File: src/shared/ecg_spi_pkg.sv
// Constants for the ECG frame serial readout block
package ecg_spi_pkg;
    // Register addresses
    localparam logic [6:0] ADDR_NOP = 7'h00;
    localparam logic [6:0] ADDR_CTL = 7'h01;
    localparam logic [6:0] ADDR_GPIO = 7'h06;
    localparam logic [6:0] ADDR_FRM = 7'h0a;
    localparam logic [6:0] ADDR_CH1 = 7'h11;
    localparam logic [6:0] ADDR_CH2 = 7'h12;
    localparam logic [6:0] ADDR_CH3 = 7'h13;
    localparam logic [6:0] ADDR_PACE = 7'h1a;
    localparam logic [6:0] ADDR_RESP_MAG = 7'h1b;
    localparam logic [6:0] ADDR_RESP_PHASE = 7'h1c;
    localparam logic [6:0] ADDR_LEAD_OFF = 7'h1d;
    localparam logic [6:0] ADDR_HDR = 7'h40;
    localparam logic [6:0] ADDR_CRC = 7'h41;
    // Field positions
    localparam int CMD_RW_BIT = 31;
    localparam int CTL_CNV_BIT = 2;
    localparam int CTL_SPEED_BIT = 3;
    localparam int FRM_SKIP_LSB = 0;
    localparam int FRM_RATE_LSB = 4;
    localparam int FRM_RPT_BIT = 6;
    localparam int FRM_OMIT_LSB = 14;
    localparam int HDR_READY_BIT = 22;
    // Reset values
    localparam logic [23:0] CTL_RST = 24'h000000;
    localparam logic [23:0] FRM_RST = 24'h000000;
    localparam logic [23:0] GPIO_RST = 24'h000000;
    // Frame shapes
    localparam logic [1:0] RATE_128K = 2'h2;
    localparam logic [5:0] WLEN_CMD = 6'h20;
    localparam logic [5:0] WLEN_FAST = 6'h10;
    localparam logic [3:0] SLOTS_32 = 4'ha;
    localparam logic [3:0] SLOTS_16 = 4'hd;
    // Timing
    localparam int CORE_CLK_HZ = 20000000;
    localparam int CLK_PERIOD_NS = 50;
    localparam int MCLK_HP_HZ = 2048000;
    localparam int MCLK_LP_HZ = 1024000;
    localparam int HS_MCLK_CYCLES = 3;
    localparam logic [6:0] HS_HP_CYC =
        7'((HS_MCLK_CYCLES * CORE_CLK_HZ + MCLK_HP_HZ - 1) / MCLK_HP_HZ);
    localparam logic [6:0] HS_LP_CYC =
        7'((HS_MCLK_CYCLES * CORE_CLK_HZ + MCLK_LP_HZ - 1) / MCLK_LP_HZ);
    localparam int INIT_TIME_NS = 3200;
    localparam logic [6:0] INIT_CYC =
        7'((INIT_TIME_NS + CLK_PERIOD_NS - 1) / CLK_PERIOD_NS);
endpackage : ecg_spi_pkg

File: src/ecg_frame_spi_readout.sv
// Serial command decoding and frame streaming for the ECG front end
`timescale 1ns/100ps
module ecg_frame_spi_readout
    import ecg_spi_pkg::*;
(
    input wire logic core_clk,
    input wire logic rst,
    input wire logic spi_cs_n,
    input wire logic spi_sclk,
    input wire logic spi_sdi,
    output logic spi_sdo,
    output logic spi_sdo_oe,
    output logic frame_ready_n,
    output logic conversion_enable,
    input wire logic frame_load,
    input wire logic [23:0] ecg_ch1_data,
    input wire logic [23:0] ecg_ch2_data,
    input wire logic [23:0] ecg_ch3_data,
    input wire logic [23:0] pace_data,
    input wire logic [23:0] resp_mag_data,
    input wire logic [23:0] resp_phase_data,
    input wire logic [23:0] lead_off_data,
    input wire logic [23:0] checksum_data
);

    typedef struct packed {
        logic cs_s1, cs_s2, ck_s1, ck_s2, ck_s3, di_s1, di_s2, init_done, full;
        logic [6:0] init_cnt, wr_addr, hs_cnt;
        logic [23:0] ctl, frm, gpio, wr_data;
        logic [8:0][23:0] bufv;
        logic [3:0] skip_cnt, pos;
        logic [31:0] rx, tx, resp;
        logic [5:0] rcnt, fcnt, wlen;
        logic tx_act, framing, last, resp_pend, wr_req, wr_arm, sdo, sdo_oe, rdy_n;
    } state_t;

    state_t s_q, s_d;
    logic ck_rise, ck_fall, word_end, r128;
    logic [31:0] rx_word;
    logic [6:0] hs_need;
    // Frame slot to source word: slots 4 to 9 pair up at 128 kHz
    function automatic logic [3:0] slot_word(input logic [3:0] slot, input logic fast);
        logic [3:0] w;
        w = slot;
        if (fast) begin
            case (slot)
                4'h4, 4'h5: w = 4'h4;
                4'h6, 4'h7: w = 4'h5;
                4'h8, 4'h9: w = 4'h6;
                4'ha: w = 4'h7;
                4'hb: w = 4'h8;
                4'hc: w = 4'h9;
                default: w = slot;
            endcase
        end
        return w;
    endfunction : slot_word
    // Address that tags each frame word
    function automatic logic [6:0] word_addr(input logic [3:0] w);
        logic [6:0] a;
        case (w)
            4'h0: a = ADDR_HDR;
            4'h1: a = ADDR_CH1;
            4'h2: a = ADDR_CH2;
            4'h3: a = ADDR_CH3;
            4'h4: a = ADDR_PACE;
            4'h5: a = ADDR_RESP_MAG;
            4'h6: a = ADDR_RESP_PHASE;
            4'h7: a = ADDR_LEAD_OFF;
            4'h8: a = ADDR_GPIO;
            default: a = ADDR_CRC;
        endcase
        return a;
    endfunction : word_addr
    // First included slot at or after a position; bit 4 flags a hit
    function automatic logic [4:0] next_slot(input logic [3:0] from, input logic fast,
                                             input logic [9:0] omit);
        logic [4:0] res;
        logic [3:0] lim;
        res = 5'h00;
        lim = fast ? SLOTS_16 : SLOTS_32;
        for (int i = 12; i >= 0; i--) begin
            if (4'(i) >= from && 4'(i) < lim && !omit[slot_word(4'(i), fast)]) begin
                res = {1'b1, 4'(i)};
            end
        end
        return res;
    endfunction : next_slot
    // Data of a frame word; the header carries the ready bit
    function automatic logic [23:0] word_data(input state_t s, input logic [3:0] w);
        logic [23:0] d;
        d = 24'h000000;
        if (w == 4'h0) begin
            d[HDR_READY_BIT] = s.full;
        end else begin
            d = s.bufv[w - 4'h1];
        end
        return d;
    endfunction : word_data
    // Register readback
    function automatic logic [23:0] rd_reg(input state_t s, input logic [6:0] a);
        logic [23:0] d;
        case (a)
            ADDR_CTL: d = s.ctl;
            ADDR_FRM: d = s.frm;
            ADDR_GPIO: d = s.gpio;
            ADDR_HDR: d = word_data(s, 4'h0);
            ADDR_CH1: d = s.bufv[0];
            ADDR_CH2: d = s.bufv[1];
            ADDR_CH3: d = s.bufv[2];
            ADDR_PACE: d = s.bufv[3];
            ADDR_RESP_MAG: d = s.bufv[4];
            ADDR_RESP_PHASE: d = s.bufv[5];
            ADDR_LEAD_OFF: d = s.bufv[6];
            ADDR_CRC: d = s.bufv[8];
            default: d = 24'h000000;
        endcase
        return d;
    endfunction : rd_reg
    // Edge detection between the second and third clock synchroniser stages
    assign ck_rise = s_q.ck_s2 && !s_q.ck_s3 && !s_q.cs_s2;
    assign ck_fall = !s_q.ck_s2 && s_q.ck_s3 && !s_q.cs_s2;
    assign rx_word = {s_q.rx[30:0], s_q.di_s2};
    assign word_end = ck_rise && s_q.rcnt == s_q.wlen - 6'h01;
    assign r128 = s_q.frm[FRM_RATE_LSB +: 2] == RATE_128K;
    assign hs_need = s_q.ctl[CTL_SPEED_BIT] ? HS_HP_CYC : HS_LP_CYC;
    // Next-state logic for the whole block
    always_comb begin
        logic [4:0] ns;
        logic [3:0] w;
        logic [23:0] d;
        logic [9:0] omit;
        s_d = s_q;
        ns = 5'h00;
        w = 4'h0;
        d = 24'h000000;
        omit = s_q.frm[FRM_OMIT_LSB +: 10] & 10'h3fe;
        // Synchronisers for all pins: two stages for select and data, three for the clock
        s_d.cs_s1 = spi_cs_n;
        s_d.cs_s2 = s_q.cs_s1;
        s_d.ck_s1 = spi_sclk;
        s_d.ck_s2 = s_q.ck_s1;
        s_d.ck_s3 = s_q.ck_s2;
        s_d.di_s1 = spi_sdi;
        s_d.di_s2 = s_q.di_s1;
        // Start-up busy period
        if (!s_q.init_done) begin
            s_d.init_cnt = s_q.init_cnt + 7'h01;
            s_d.init_done = s_q.init_cnt == INIT_CYC - 7'h01;
        end
        // Buffer fill with frame skipping
        if (frame_load && s_q.ctl[CTL_CNV_BIT]) begin
            if (s_q.skip_cnt == 4'h0) begin
                s_d.skip_cnt = s_q.frm[FRM_SKIP_LSB +: 4];
                if (!s_q.full) begin
                    s_d.full = 1'b1;
                    s_d.bufv = {checksum_data, s_q.gpio, lead_off_data, resp_phase_data,
                                resp_mag_data, pace_data, ecg_ch3_data, ecg_ch2_data,
                                ecg_ch1_data};
                end
            end else begin
                s_d.skip_cnt = s_q.skip_cnt - 4'h1;
            end
        end
        if (s_q.cs_s2) begin
            // Deselected: word framing restarts at the next select
            s_d.rcnt = 6'h00;
            s_d.fcnt = 6'h00;
            s_d.tx_act = 1'b0;
            if (s_q.wr_req) begin
                s_d.wr_arm = 1'b1;
            end
        end else begin
            if (ck_fall) begin
                if (s_q.fcnt == 6'h00) begin
                    // Word start: pick what to send
                    s_d.tx_act = 1'b1;
                    s_d.fcnt = 6'h01;
                    s_d.wlen = WLEN_CMD;
                    s_d.tx = 32'h00000000;
                    if (s_q.wr_req) begin
                        s_d.wr_arm = 1'b1;
                    end
                    if (s_q.resp_pend) begin
                        s_d.tx = s_q.resp;
                        s_d.resp_pend = 1'b0;
                    end else if (s_q.framing) begin
                        s_d.wlen = r128 ? WLEN_FAST : WLEN_CMD;
                        ns = next_slot(s_q.pos, r128, omit);
                        if (s_q.frm[FRM_RPT_BIT] && !s_q.full && s_q.pos == 4'h0) begin
                            ns = 5'h10;
                        end else begin
                            s_d.pos = ns[3:0] + 4'h1;
                            s_d.last = !next_slot(ns[3:0] + 4'h1, r128, omit)[4];
                        end
                        w = slot_word(ns[3:0], r128);
                        d = word_data(s_q, w);
                        if (!ns[4]) begin
                            s_d.tx = 32'h00000000;
                        end else if (!r128) begin
                            s_d.tx = {1'b0, word_addr(w), d};
                        end else if (slot_word(ns[3:0] - 4'h1, r128) == w) begin
                            s_d.tx = {d[7:0], 24'h000000};
                        end else begin
                            s_d.tx = {d[23:8], 16'h0000};
                        end
                    end
                end else begin
                    s_d.tx = {s_q.tx[30:0], 1'b0};
                    if (s_q.fcnt == s_q.wlen - 6'h01) begin
                        s_d.fcnt = 6'h00;
                        if (s_q.last && s_q.framing) begin
                            s_d.full = 1'b0;
                            s_d.last = 1'b0;
                            s_d.pos = 4'h0;
                        end
                    end else begin
                        s_d.fcnt = s_q.fcnt + 6'h01;
                    end
                end
            end
            if (ck_rise) begin
                s_d.rx = rx_word;
                s_d.rcnt = word_end ? 6'h00 : s_q.rcnt + 6'h01;
            end
            if (word_end && s_q.wlen == WLEN_FAST) begin
                if (rx_word[15:0] != 16'h0000) begin
                    s_d.framing = 1'b0;
                end
            end else if (word_end && rx_word[CMD_RW_BIT]) begin
                s_d.wr_req = 1'b1;
                s_d.wr_arm = 1'b0;
                s_d.hs_cnt = 7'h00;
                s_d.wr_addr = rx_word[30:24];
                s_d.wr_data = rx_word[23:0];
                if (rx_word[30:24] != ADDR_NOP) begin
                    s_d.framing = 1'b0;
                end
            end else if (word_end) begin
                if (rx_word[30:24] == ADDR_HDR) begin
                    s_d.framing = 1'b1;
                    s_d.pos = 4'h0;
                    s_d.last = 1'b0;
                end else if (!(rx_word[30:24] == ADDR_NOP && s_q.framing)) begin
                    s_d.framing = 1'b0;
                    s_d.resp_pend = 1'b1;
                    s_d.resp = {1'b0, rx_word[30:24], rd_reg(s_q, rx_word[30:24])};
                end
            end
        end
        // Held write crosses after the handshake time and the word boundary
        if (s_q.wr_req) begin
            if (s_q.hs_cnt < hs_need) begin
                s_d.hs_cnt = s_q.hs_cnt + 7'h01;
            end else if (s_q.wr_arm) begin
                s_d.wr_req = 1'b0;
                s_d.wr_arm = 1'b0;
                s_d.hs_cnt = 7'h00;
                case (s_q.wr_addr)
                    ADDR_CTL: s_d.ctl = s_q.wr_data;
                    ADDR_FRM: s_d.frm = s_q.wr_data;
                    ADDR_GPIO: s_d.gpio = s_q.wr_data;
                    default: s_d.ctl = s_q.ctl;
                endcase
            end
        end
        // Registered pin values
        s_d.rdy_n = !s_d.init_done || (s_d.ctl[CTL_CNV_BIT] && !s_d.full);
        s_d.sdo = s_d.tx_act ? s_d.tx[31] : s_d.rdy_n;
        s_d.sdo_oe = !s_d.cs_s2;
    end

    // State register; select and clock idle high
    always_ff @(posedge core_clk or posedge rst) begin
        if (rst) begin
            s_q <= '0;
            s_q.cs_s1 <= 1'b1;
            s_q.cs_s2 <= 1'b1;
            s_q.ck_s1 <= 1'b1;
            s_q.ck_s2 <= 1'b1;
            s_q.ck_s3 <= 1'b1;
            s_q.ctl <= CTL_RST;
            s_q.frm <= FRM_RST;
            s_q.gpio <= GPIO_RST;
            s_q.wlen <= WLEN_CMD;
            s_q.rdy_n <= 1'b1;
        end else begin
            s_q <= s_d;
        end
    end

    assign spi_sdo = s_q.sdo;
    assign spi_sdo_oe = s_q.sdo_oe;
    assign frame_ready_n = s_q.rdy_n;
    assign conversion_enable = s_q.ctl[CTL_CNV_BIT];
endmodule : ecg_frame_spi_readout

File: config.mk
export PLATFORM = sky130hd
export DESIGN_NAME = ecg_frame_spi_readout
export DESIGN_NICKNAME = d
export VERILOG_FILES = /design/src/shared/ecg_spi_pkg.sv /design/src/ecg_frame_spi_readout.sv
export SDC_FILE = /design/constraint.sdc
export NUM_CORES = 1
export LEC_CHECK = 0
export BUFFER_PORTS_ARGS = -buffer_cell sky130_fd_sc_hd__buf_2
export CAP_MARGIN = 25
export CORE_MARGIN = 4
export CORE_UTILIZATION = 45
export DETAILED_ROUTE_END_ITERATION = 8
export PLACE_DENSITY = 0.67
export SETUP_SLACK_MARGIN = 0.2
export SLEW_MARGIN = 20
export SYNTH_ARGS = -nofsm -noshare
export SYNTH_HDL_FRONTEND = slang
export SYNTH_SLANG_ARGS = --single-unit
File: constraint.sdc
create_clock -name core_clk -period 19.2 [get_ports core_clk]
set_input_delay 3.84 -clock core_clk [delete_from_list [all_inputs] [get_ports core_clk]]
set_output_delay 3.84 -clock core_clk [all_outputs]
set_load 0.02 [all_outputs]
## After elaboration in Yosys (flattened, before gate mapping)

Memories as Yosys holds them, arrays and structs flattened.
Cells that the tools add are included.

| operators by class | value |
|---|---|
| multiplexer cells | 354 |
| reduce and logical (&&, ||, !) cells | 126 |
| $lt $le $gt $ge | 67 |
| bitwise logic cells | 7 |
| $add $sub $neg | 9 |
| equality and inequality tests | 42 |

Operators with widths:

| kind | number |
|---|---|
| $mux 4 | 172 |
| $pmux 24 s11 | 1 |
| $mux 32 | 7 |
| $mux 5 | 43 |
| $mux 79 | 2 |
| $mux 31 | 5 |
| $lt 4x5->1 const B | 27 |
| $bmux 1 s4 | 26 |
| $bmux 24 s4 | 1 |
| $mux 24 | 4 |
| $mux 72 | 1 |
| $logic_and 1x1->1 | 65 |
| $mux 64 | 1 |
| $mux 1 | 60 |
| $eq 7x5->1 const B | 7 |
| $mux 6 | 8 |
| $pmux 4 s6 | 2 |
| $eq 4x4->1 const B | 10 |
| $ge 4x4->1 const A | 10 |
| $mux 7 | 5 |
| $logic_not 1->1 | 34 |
| $eq 4x3->1 const B | 8 |
| $ge 3x4->1 const A | 8 |
| $mux 22 | 1 |
| 43 further kinds | 97 |

| storage, ports and cells | value |
|---|---|
| bits in read-only memories | 96 |
| register bits | 471 |
| memories kept | 1 |

Memories:

| name | depth | bits a word | read ports | clocked after Yosys merged registers in | wr ports | RTL line | RTL |
|---|---|---|---|---|---|---|---|
| (no name shown) | 16 | 6 | 1 | 0 | 0 | ecg_frame_spi_readout.sv:61 | `case (w)` |

## Longest topological paths before layout

Gate-level depths: netlist (run 1).

| logic depth | value |
|---|---|
| depth after elaboration | 68 |
| gate-level depth with buffers | 30 |

## Worst setup path before layout (run 1)

No wires, ideal clock.

| timing path | value |
|---|---|
| path kind | flip-flop to flip-flop |
| from | register s_q[125] in the netlist's numbering |
| to | register s_q[80] in the netlist's numbering |
| arrival time | 6.101 ns |
| clock period less this slack | 6.233 ns |
| setup time | 0.132 ns |
| path slack | 12.967 ns |
| cell stages (with the launch flop) | 27 |
| cells stage by stage | dfrtp_1 clkbuf_1 or3_1 a221o_1 nand3_1 o211a_2 clkbuf_1 inv_1 ha_1 clkbuf_1 or3_1 o211ai_1 a41o_4 nor4_4 nor2_1 buf_6 inv_2 buf_2 ha_1 buf_1 clkbuf_1 clkbuf_1 mux4_2 mux2i_1 o2bb2ai_1 a221oi_1 a21oi_1 |

| on the way | value |
|---|---|
| cells in the longest elaborated chain, start to end | 46 |

RTL lines:

| element | RTL line | RTL |
|---|---|---|
| start, declared | ecg_frame_spi_readout.sv:37 | `state_t s_q, s_d;` |
| $ge 4x4->1 | ecg_frame_spi_readout.sv:83 | `if (4'(i) >= from && 4'(i) < lim && !omit[slot_word(4'(i), fast)]) begin` |
| $logic_and 1x1->1 (2 in a row) | ecg_frame_spi_readout.sv:83 |  |
| $mux 5 (13 in a row) | ecg_frame_spi_readout.sv:83 |  |
| $mux 5 | ecg_frame_spi_readout.sv:187 | `end else if (s_q.framing) begin` |
| $mux 5 | ecg_frame_spi_readout.sv:184 | `if (s_q.resp_pend) begin` |
| $mux 5 | ecg_frame_spi_readout.sv:175 | `if (s_q.fcnt == 6'h00) begin` |
| $mux 5 | ecg_frame_spi_readout.sv:174 | `if (ck_fall) begin` |
| $mux 5 | ecg_frame_spi_readout.sv:165 | `if (s_q.cs_s2) begin` |
| (+17 left out) | -- |  |
| $mux 24 (implied by the code) | ecg_frame_spi_readout.sv:96 | `d = s.bufv[w - 4'h1];` |
| $mux 22 | ecg_frame_spi_readout.sv:93 | `if (w == 4'h0) begin` |
| $mux 32 | ecg_frame_spi_readout.sv:202 | `end else if (slot_word(ns[3:0] - 4'h1, r128) == w) begin` |
| $mux 32 | ecg_frame_spi_readout.sv:200 | `end else if (!r128) begin` |
| $mux 32 (*) | ecg_frame_spi_readout.sv:198 | `if (!ns[4]) begin` |
| $mux 32 (*) | ecg_frame_spi_readout.sv:187 |  |
| $mux 32 (*) | ecg_frame_spi_readout.sv:184 |  |
| $mux 32 (*) | ecg_frame_spi_readout.sv:175 |  |

Mark *: on every way between the ends. The rest lies on a longest branch, timed or not. The select of a mux whose other input is x is not followed.
A chain may end at the register's enable or synchronous reset.

## Final worst setup path (run 1)

| timing path | value |
|---|---|
| from | register s_q[399] in the netlist's numbering |
| to | register s_q[66] in the netlist's numbering |

| on the way | value |
|---|---|
| cells in the longest elaborated chain, start to end | 53 |

RTL lines:

| element | RTL line | RTL |
|---|---|---|
| $eq 2x2->1 (*) | ecg_frame_spi_readout.sv:125 | `assign r128 = s_q.frm[FRM_RATE_LSB +: 2] == RATE_128K;` |
| $mux 3 | ecg_frame_spi_readout.sv:45 | `if (fast) begin` |
| $mux 4 | ecg_frame_spi_readout.sv:187 |  |
| $mux 4 | ecg_frame_spi_readout.sv:184 |  |
| $mux 4 | ecg_frame_spi_readout.sv:175 |  |
| $mux 4 | ecg_frame_spi_readout.sv:174 |  |
| $mux 4 | ecg_frame_spi_readout.sv:165 |  |
| $bmux 1 s4 | ecg_frame_spi_readout.sv:83 |  |
| (+37 left out) | -- |  |
| $bmux 24 s4 | ecg_frame_spi_readout.sv:96 |  |
| $mux 24 (implied by the code) | ecg_frame_spi_readout.sv:96 |  |
| $mux 22 | ecg_frame_spi_readout.sv:93 |  |
| $mux 32 | ecg_frame_spi_readout.sv:200 |  |
| $mux 32 (*) | ecg_frame_spi_readout.sv:198 |  |
| $mux 32 (*) | ecg_frame_spi_readout.sv:187 |  |
| $mux 32 (*) | ecg_frame_spi_readout.sv:184 |  |
| $mux 32 (*) | ecg_frame_spi_readout.sv:175 |  |

Marks and branches as above.

==> results of run 1 <==
[registers in the layout, summed over array words and instances, names as in the netlist]
register,count
s_q,427
rx_word,32
s_d,4
conversion_enable,1
frame_ready_n,1
spi_sdo,1
spi_sdo_oe,1
[cell type report]
class / count / area (um^2) / share of cell area, %
multi-input combinational: 1434 / 11700 / 42.7
sequential: 467 / 11700 / 42.7
clock buffer: 76 / 1480 / 5.40
timing repair buffer: 245 / 1420 / 5.17
tap: 688 / 861 / 3.14
clock inverter: 17 / 130 / 0.475
inverter: 28 / 113 / 0.411
[power groups by stage]
stage	Sequential (mW)	Combinational (mW)	Clock [mW]
after floorplan	1.03	0.0449	0
final	1.02	0.0811	0.949
after global placement	1.04	0.0797	0
after CTS	1.02	0.0814	0.965
after global routing	1.02	0.0915	1.01
after detailed placement	1.04	0.0810	0
[worst max-delay path, cell delays in order (launching register included)]
cell,delay [ns]
dfrtp_1,0.44
nand2b_1,0.66
a211oi_1,0.25
o31ai_1,0.36
o211a_2,0.56
ha_1,0.58
or3_1,0.22
o211ai_1,0.13
a41oi_1,0.35
clkbuf_4,0.30
nor2_1,0.10
nor2_4,0.11
buf_4,0.51
inv_2,0.46
ha_2,0.95
inv_1,0.53
nor3_2,0.28
buf_4,0.34
a31oi_1,0.14
a22oi_1,0.44
a221oi_1,0.14
o21ai_0,0.21
[worst max-delay path by stage]
stage | start | endpoint | slack (ns) | cells past startpoint
finish | s_q[399]$_DFFE_PP0P_ | s_q[66]$_DFFE_PP0P_ | 10.99 | 21
global route | s_q[399]$_DFFE_PP0P_ | s_q[66]$_DFFE_PP0P_ | 10.50 | 23
CTS | s_q[399]$_DFFE_PP0P_ | s_q[66]$_DFFE_PP0P_ | 10.86 | 20
detailed placement | s_q[399]$_DFFE_PP0P_ | s_q[90]$_DFF_PP0_ | 10.93 | 22
global placement | s_q[399]$_DFFE_PP0P_ | s_q[90]$_DFF_PP0_ | 11.15 | 20
floorplan | rst | conversion_enable$_DFF_PP0_ | 2.35 | 1
[synth_stat cells, types with 25 or more instances]
cell / instances
mux2_2: 390
dfrtp_1: 460
a21oi_1: 86
nor3_1: 44
inv_1: 25
a31oi_1: 37
nand2_1: 99
nand3_1: 79
nor2_1: 94
a22oi_1: 43
clkbuf_1: 119
a221oi_1: 33
mux4_2: 39
nand4_1: 36
o21ai_0: 92
[routing by layer]
layer  GRT usage, %  routed length, um
met1           36.8              31100
met2           42.0              36100
met3           6.52               8100
met4           13.2               4670
met5              0                  0
[logic make-up (layout without fill, tap and decap cells)]
family,count (synthesis),count (layout)
AND/OR/NAND/NOR,470,470
flip-flops,467,467
adder cells (fa/ha/maj),24,24
AO/OA/AOI/OAI,470,470
buffers and inverters,180,366
XOR/XNOR,18,18
multiplexers,452,452
[metrics by stage]
step           setup WS [ns]  util, %  power (mW)  hold WS (ns)  cells
5_1_grt                10.50     51.9        2.12         0.359   2955
3_5_place_dp           10.93     48.8        1.12         0.342   2859
3_3_place_gp           11.15     48.7        1.12         0.341   2858
4_1_cts                10.86     51.8        2.07         0.358   2952
6_report               10.99     51.9        2.05         0.356   2955
2_1_floorplan           2.35        -        1.08         0.331   2081
==> impl_summary.log, run 1 <==
[metrics] clock power share: 46.2%
[metrics] crit path kind: flop to flop
[metrics] share of final-layout standard cells stronger than drive strength 1: 34.9%
[metrics] most common library cell in the layout ignoring fill and taps: dfrtp_1
[metrics] TritonCTS clock tree: done
[metrics] number of global-route vias before repair: 19,100
[metrics] Net Sw Power: 0.480 mW
[metrics] synthesized area per cell: 11.6 um^2
[metrics] Clock Skews: 0.0240 ns
[metrics] initial core utilization: 45.6%
[metrics] internal portion of total power: roughly 1.6 mW
[metrics] Post-Synthesis Cell Area: 24,000 um^2
[metrics] post-synthesis share of cell area spent on xor and xnor gates: 0.687%
[metrics] total CTS buffers: 51
[metrics] share of total power consumed by net switching: 23.4%
[metrics] total power divided by cell area: 74.9 nW/um^2
[metrics] final count of hold timing violations: 0
[metrics] Synth top area share: 47.9%
[metrics] leading cell types by total area after synthesis: dfrtp_1, mux2_2, mux4_2
[metrics] cell taking the most area after synthesis: dfrtp_1
[metrics] Post-CTS Setup Inserts: 0
[metrics] number of nets in the final layout: 2,449
[metrics] worst-skew pair later-pin latency: 0.61 ns
[metrics] compound-gate portion of the synthesized area: 13.6%
[metrics] highest-count cells in the layout ignoring fill and taps: dfrtp_1, mux2_2, buf_2
[metrics] Critical Path Start Type: flop
[metrics] Worst Hold End: s_d[468]$_DFF_PP1_
[metrics] share of flip-flops with an asynchronous set or reset: 100%
[metrics] area added between synthesis and finish: 14.0%
[metrics] endpoint class of the critical path: flop
[metrics] leading register cell type out of synthesis: dfrtp_1
[metrics] number of failing setup endpoints in the final timing report: 0
[metrics] y dimension of the die: roughly 240 um
[metrics] count of mapped cells out of synthesis: 2,081
[metrics] Placer Congestion: 1.01
[metrics] number of detailed-route iterations in the first pass: 7
[metrics] power share of the combinational group: 3.9%
[metrics] highest ir drop seen on vdd: 0.0677 mV
[metrics] RR Endpoint: s_q[66]$_DFFE_PP0P_
[metrics] worst reg-to-reg path cell count: 21
[metrics] number of diodes added for antenna fixing: 0
[metrics] TritonCTS Sinks: ~470
[metrics] vias per cell: 6.49
[metrics] DRC viols: 0
[metrics] Leak Pwr: 12.5 nW
[metrics] highest fanout seen on the critical path: 29
[metrics] maximum number of pins on one net before global-route repair: between 150 and 200
[metrics] multiplexer area fraction after synthesis: 22.9%
[metrics] Flop pwr share: approximately half
[metrics] number of hold buffers added after CTS: 0
[metrics] Synth Net Count: ~2,300
[metrics] number of fill cells in the layout: 4,597
[metrics] min-delay src: s_d[469]$_DFF_PP1_
[metrics] Wirelength per Cell: around 27 um
[metrics] simple-gate area share of the yosys netlist: 9.88%
[metrics] sequential fraction of the synthesis area: roughly half
[metrics] total routed wirelength: ~80 mm
[metrics] kind of path behind the tightest hold check: flop to flop
[metrics] post-detailed-route count of antenna-violating nets: 0
[metrics] R2R Path Start: s_q[399]$_DFFE_PP0P_
[metrics] I/O pins: 202
[metrics] final worst path period need: 8.21 ns
[metrics] number of synthesized flops with an enable pin: 0
[metrics] number of pins exceeding their max-slew limit in the final report: 0
[metrics] main combinational cell family by area after synthesis: multiplexers
[metrics] Clock Pin Slew Worst Setup and Hold Paths: ~0.07 ns
[metrics] #FFs+latches synth: around 470
[metrics] worst-case headroom to the max-slew limit: between 20 and 30%
[metrics] input/output buffers: about 200
[metrics] area of all placed cells without fillers: 27,400 um^2
[metrics] number of maximum-capacitance violations: 0
[metrics] first-pass GRT wire length: 120 mm
[metrics] die area: 57,200 um^2
[metrics] floorplan die width: 239 um
[metrics] residual overflow from global routing: 0
[metrics] initial antenna violation count: 1
[metrics] Min-Delay Path Depth: 0
[metrics] Synthesis Warnings: 0
[metrics] required time at the worst-slack endpoint: ~20 ns
[metrics] worst reg-to-reg setup slack: 10.99 ns
[metrics] Placement Cell Area: 25,700 um^2
[metrics] CTS Root Buffer Type: clkbuf_16
[metrics] Detailed Place HPWL: 55.5 mm
[metrics] total routing resource utilization after global routing: 27.4%
[metrics] result of the run: finished, final reports clean
[metrics] count of distinct cell types in the synthesized netlist: 82
[metrics] Total Negative Setup Slacks: 0 ns
[metrics] H-tree lvl count: 2
[metrics] maximum frequency from static timing analysis: around 120 MHz
[metrics] unrepaired setup endpoints after global routing: no
[metrics] slew of the pin with the lowest slew margin: 1.09 ns
[metrics] Worst Path Arrival: between 8 and 9 ns
[metrics] adder-cell area share of the yosys netlist: 1.25%
[metrics] Post-CTS Resized: 0
[metrics] first-iteration detailed-routing DRC count: 2,381
[metrics] maximum number of buffers from clock root to sink: 3
[metrics] total via count in the routed design: 19,200
[metrics] core box area: roughly 53,000 um^2
[metrics] number of rows created at floorplan: 84
[metrics] final critical-path share of the clock period: 42.8%
(Power assumes the default switching activity.)
==> run 2, diff against run 1 <==
Settings changed: PLACE_DENSITY 0.67 to 0.69.
Clock period 19.2 ns to 7.5 ns, I/O delays scaled along.
==> impl_summary.log, run 2 (synthesized netlist as in run 1, its figures left out) <==
[metrics] total via count in the routed design: 19,300 (+0.86%)
[metrics] number of rows created at floorplan: 84 (unchanged)
[metrics] maximum number of buffers from clock root to sink: 3 (unchanged)
[metrics] worst hold slack across all endpoints: 0.358 ns (+0.00188 ns)
[metrics] worst-case headroom to the max-slew limit: 10.3% (-16 points)
[metrics] I/O pins: 202 (unchanged)
[metrics] Leak Pwr: 12.5 nW (about the same)
[metrics] total CTS buffers: 50 (-2.0%)
[metrics] final core utilization: 52.0% (+0.088 points)
[metrics] required time at the worst-slack endpoint: 7.98 ns (-11.74 ns)
[metrics] Worst Hold End: rx_word[0]$_DFF_PP0_
[metrics] number of pins exceeding their max-slew limit in the final report: 0 (unchanged)
[metrics] total routed wirelength: 81.2 mm (+1.5%)
[metrics] number of hold buffers added after CTS: 0 (unchanged)
[metrics] Largest delay share family, worst path: compound AO/OA/AOI/OAI gates
[metrics] worst setup slack after placement: 0.925 ns (-10.01 ns)
[metrics] # placed instances: 2,863 (+0.14%)
[metrics] input/output buffers: 201 (unchanged)
[metrics] highest ir drop seen on vdd: 0.158 mV (+130%)
[metrics] core box area: 52,800 um^2 (unchanged)
[metrics] register with the most flip-flops: s_q
[metrics] highest-count cells in the layout ignoring fill and taps: dfrtp_1, mux2_2, buf_2
[metrics] die area: 57,200 um^2 (unchanged)
[metrics] slew of the pin with the lowest slew margin: 1.35 ns (+0.253 ns)
[metrics] DRC viols: 0 (unchanged)
[metrics] y dimension of the die: 239 um (unchanged)
[metrics] highest fanout seen on the critical path: 19 (-34%)
[metrics] maximum number of pins on one net before global-route repair: 198 (+4.8%)
[metrics] TritonCTS Sinks: 467 (unchanged)
[metrics] final worst setup slack: 0.940 ns (-10.05 ns)
[metrics] Placement Cell Area: 25,800 um^2 (+0.11%)
[metrics] Post-CTS Setup Inserts: 0 (unchanged)
[metrics] Total Negative Setup Slacks: 0 ns (unchanged)
[metrics] crit path kind: flop to flop
[metrics] worst reg-to-reg path cell count: 19 (-9.5%)
[metrics] post-route insts no fill: 2,957 (+0.068%)
[metrics] CTS Root Buffer Type: clkbuf_16
[metrics] residual overflow from global routing: 0 (unchanged)
[metrics] number of flip-flops under the largest register name: 427 (unchanged)
[metrics] most common library cell in the layout ignoring fill and taps: dfrtp_1
[metrics] Worst Path Arrival: 7.04 ns (-1.69 ns)
[metrics] area of all placed cells without fillers: 27,500 um^2 (+0.17%)
[metrics] initial core utilization: 45.6% (unchanged)
[metrics] vias per cell: 6.54 (+0.79%)
[metrics] total routing resource utilization after global routing: 27.8% (+0.47 points)
[metrics] critical-path cell list: nand2b_1 > a211oi_1 > o31ai_1 > o211a_2 > inv_1 > ha_1 > or3_1 > o211ai_1 > a41o_4 > nor4_4 > nor2_4 > inv_2 > ha_2 > buf_4 > mux4_2 > a21oi_1 > a21oi_1 > a221oi_1 > nor3_1
[metrics] final worst path period need: 6.56 ns (-1.65 ns)
[metrics] number of detailed-route iterations in the first pass: 8 (+1)
[metrics] initial antenna violation count: 1 (unchanged)
[metrics] first-pass GRT wire length: 122 mm (+1.9%)
[metrics] number of global-route vias before repair: 19,400 (+1.4%)
[metrics] floorplan die width: 239 um (unchanged)
[metrics] number of nets in the final layout: 2,451 (+0.082%)
[metrics] final count of hold timing violations: 0 (unchanged)
[metrics] Detailed Place HPWL: 56.3 mm (+1.5%)
[metrics] post-detailed-route count of antenna-violating nets: 0 (unchanged)
[metrics] Placer Congestion: 1.01 (-0.27%)
[metrics] total power divided by cell area: 194 nW/um^2 (+160%)
[metrics] R2R Path Start: s_q[399]$_DFFE_PP0P_
[metrics] Clock Skews: 0.0365 ns (+0.0125 ns)
[metrics] kind of path behind the tightest hold check: flop to flop
[metrics] final critical-path share of the clock period: 87.5% (+45 points)
[metrics] TritonCTS clock tree: done
[metrics] number of failing setup endpoints in the final timing report: 0 (unchanged)
[metrics] RR Endpoint: s_q[68]$_DFFE_PP0P_
[metrics] CP most frequent cell: a21oi_1
[metrics] sum of buffers and inverters on the critical path: 3 (-2)
[metrics] unrepaired setup endpoints after global routing: no
[metrics] result of the run: finished, final reports clean
[metrics] Post-CTS Resized: 0 (unchanged)
[metrics] H-tree lvl count: 2 (unchanged)
[metrics] worst reg-to-reg setup slack: 0.94 ns (-10.05 ns)
[metrics] maximum frequency from static timing analysis: 152 MHz (+25%)
[metrics] crit path max-delay cell type: nand2b_1
[metrics] Min-Delay Path Depth: 0 (unchanged)
[metrics] area added between synthesis and finish: 14.2%
[metrics] Clock Pin Slew Worst Setup and Hold Paths: 0.07 ns (about the same)
[metrics] endpoint class of the critical path: flop
[metrics] share of final-layout standard cells stronger than drive strength 1: 35.1% (+0.16 points)
[metrics] min-delay src: s_d[466]$_DFF_PP0_
[metrics] Critical Path Start Type: flop
[metrics] Power, Total: 5.34 mW (+160%)
[metrics] number of maximum-capacitance violations: 0 (unchanged)
[metrics] first-iteration detailed-routing DRC count: 2,357 (-1.0%)
[metrics] worst-skew pair later-pin latency: 0.61 ns (about the same)
[metrics] maximum single-stage delay on the critical path: 0.69 ns (-0.26 ns)
[metrics] Wirelength per Cell: 27.5 um (+1.4%)
## run 2: area by class of cell
class / instances / area (um^2)
antenna: 1 / 2.50
clock buffer: 74 / 1450
clock inverter: 17 / 208
fill: 4571 / 25300
inverter: 28 / 109
multi-input combinational: 1434 / 11700
sequential: 467 / 11700
tap: 688 / 861
timing repair buffer: 248 / 1410
## run 2: layer usage
layer / GRT usage [%] / vias to the layer above / part of all wire, %
li1: - / 8211 / -
met1: 36.5 / 9753 / 39
met2: 43.3 / 1117 / 45
met3: 6.02 / 259 / 9.4
met4: 15.2 / 0 / 6.7
met5: 0 / - / 0
## run 2: report_power, final
part	switching, mW	internal (mW)	total [mW]
clock network	1.06	1.45	2.51
logic	0.123	0.0861	0.209
registers	0.0463	2.57	2.62
## run 2: worst max-delay path by stage
stage / end / cells past startpoint / slack [ns] / from
floorplan: conversion_enable$_DFF_PP0_ / 1 / -0.32 / rst
global placement: s_q[69]$_DFFE_PP0P_ / 18 / 1.02 / s_q[399]$_DFFE_PP0P_
detailed placement: s_q[78]$_DFFE_PP0P_ / 18 / 0.93 / s_q[399]$_DFFE_PP0P_
CTS: s_q[78]$_DFFE_PP0P_ / 18 / 0.95 / s_q[399]$_DFFE_PP0P_
global route: s_q[78]$_DFFE_PP0P_ / 18 / 0.55 / s_q[399]$_DFFE_PP0P_
finish: s_q[68]$_DFFE_PP0P_ / 19 / 0.94 / s_q[399]$_DFFE_PP0P_
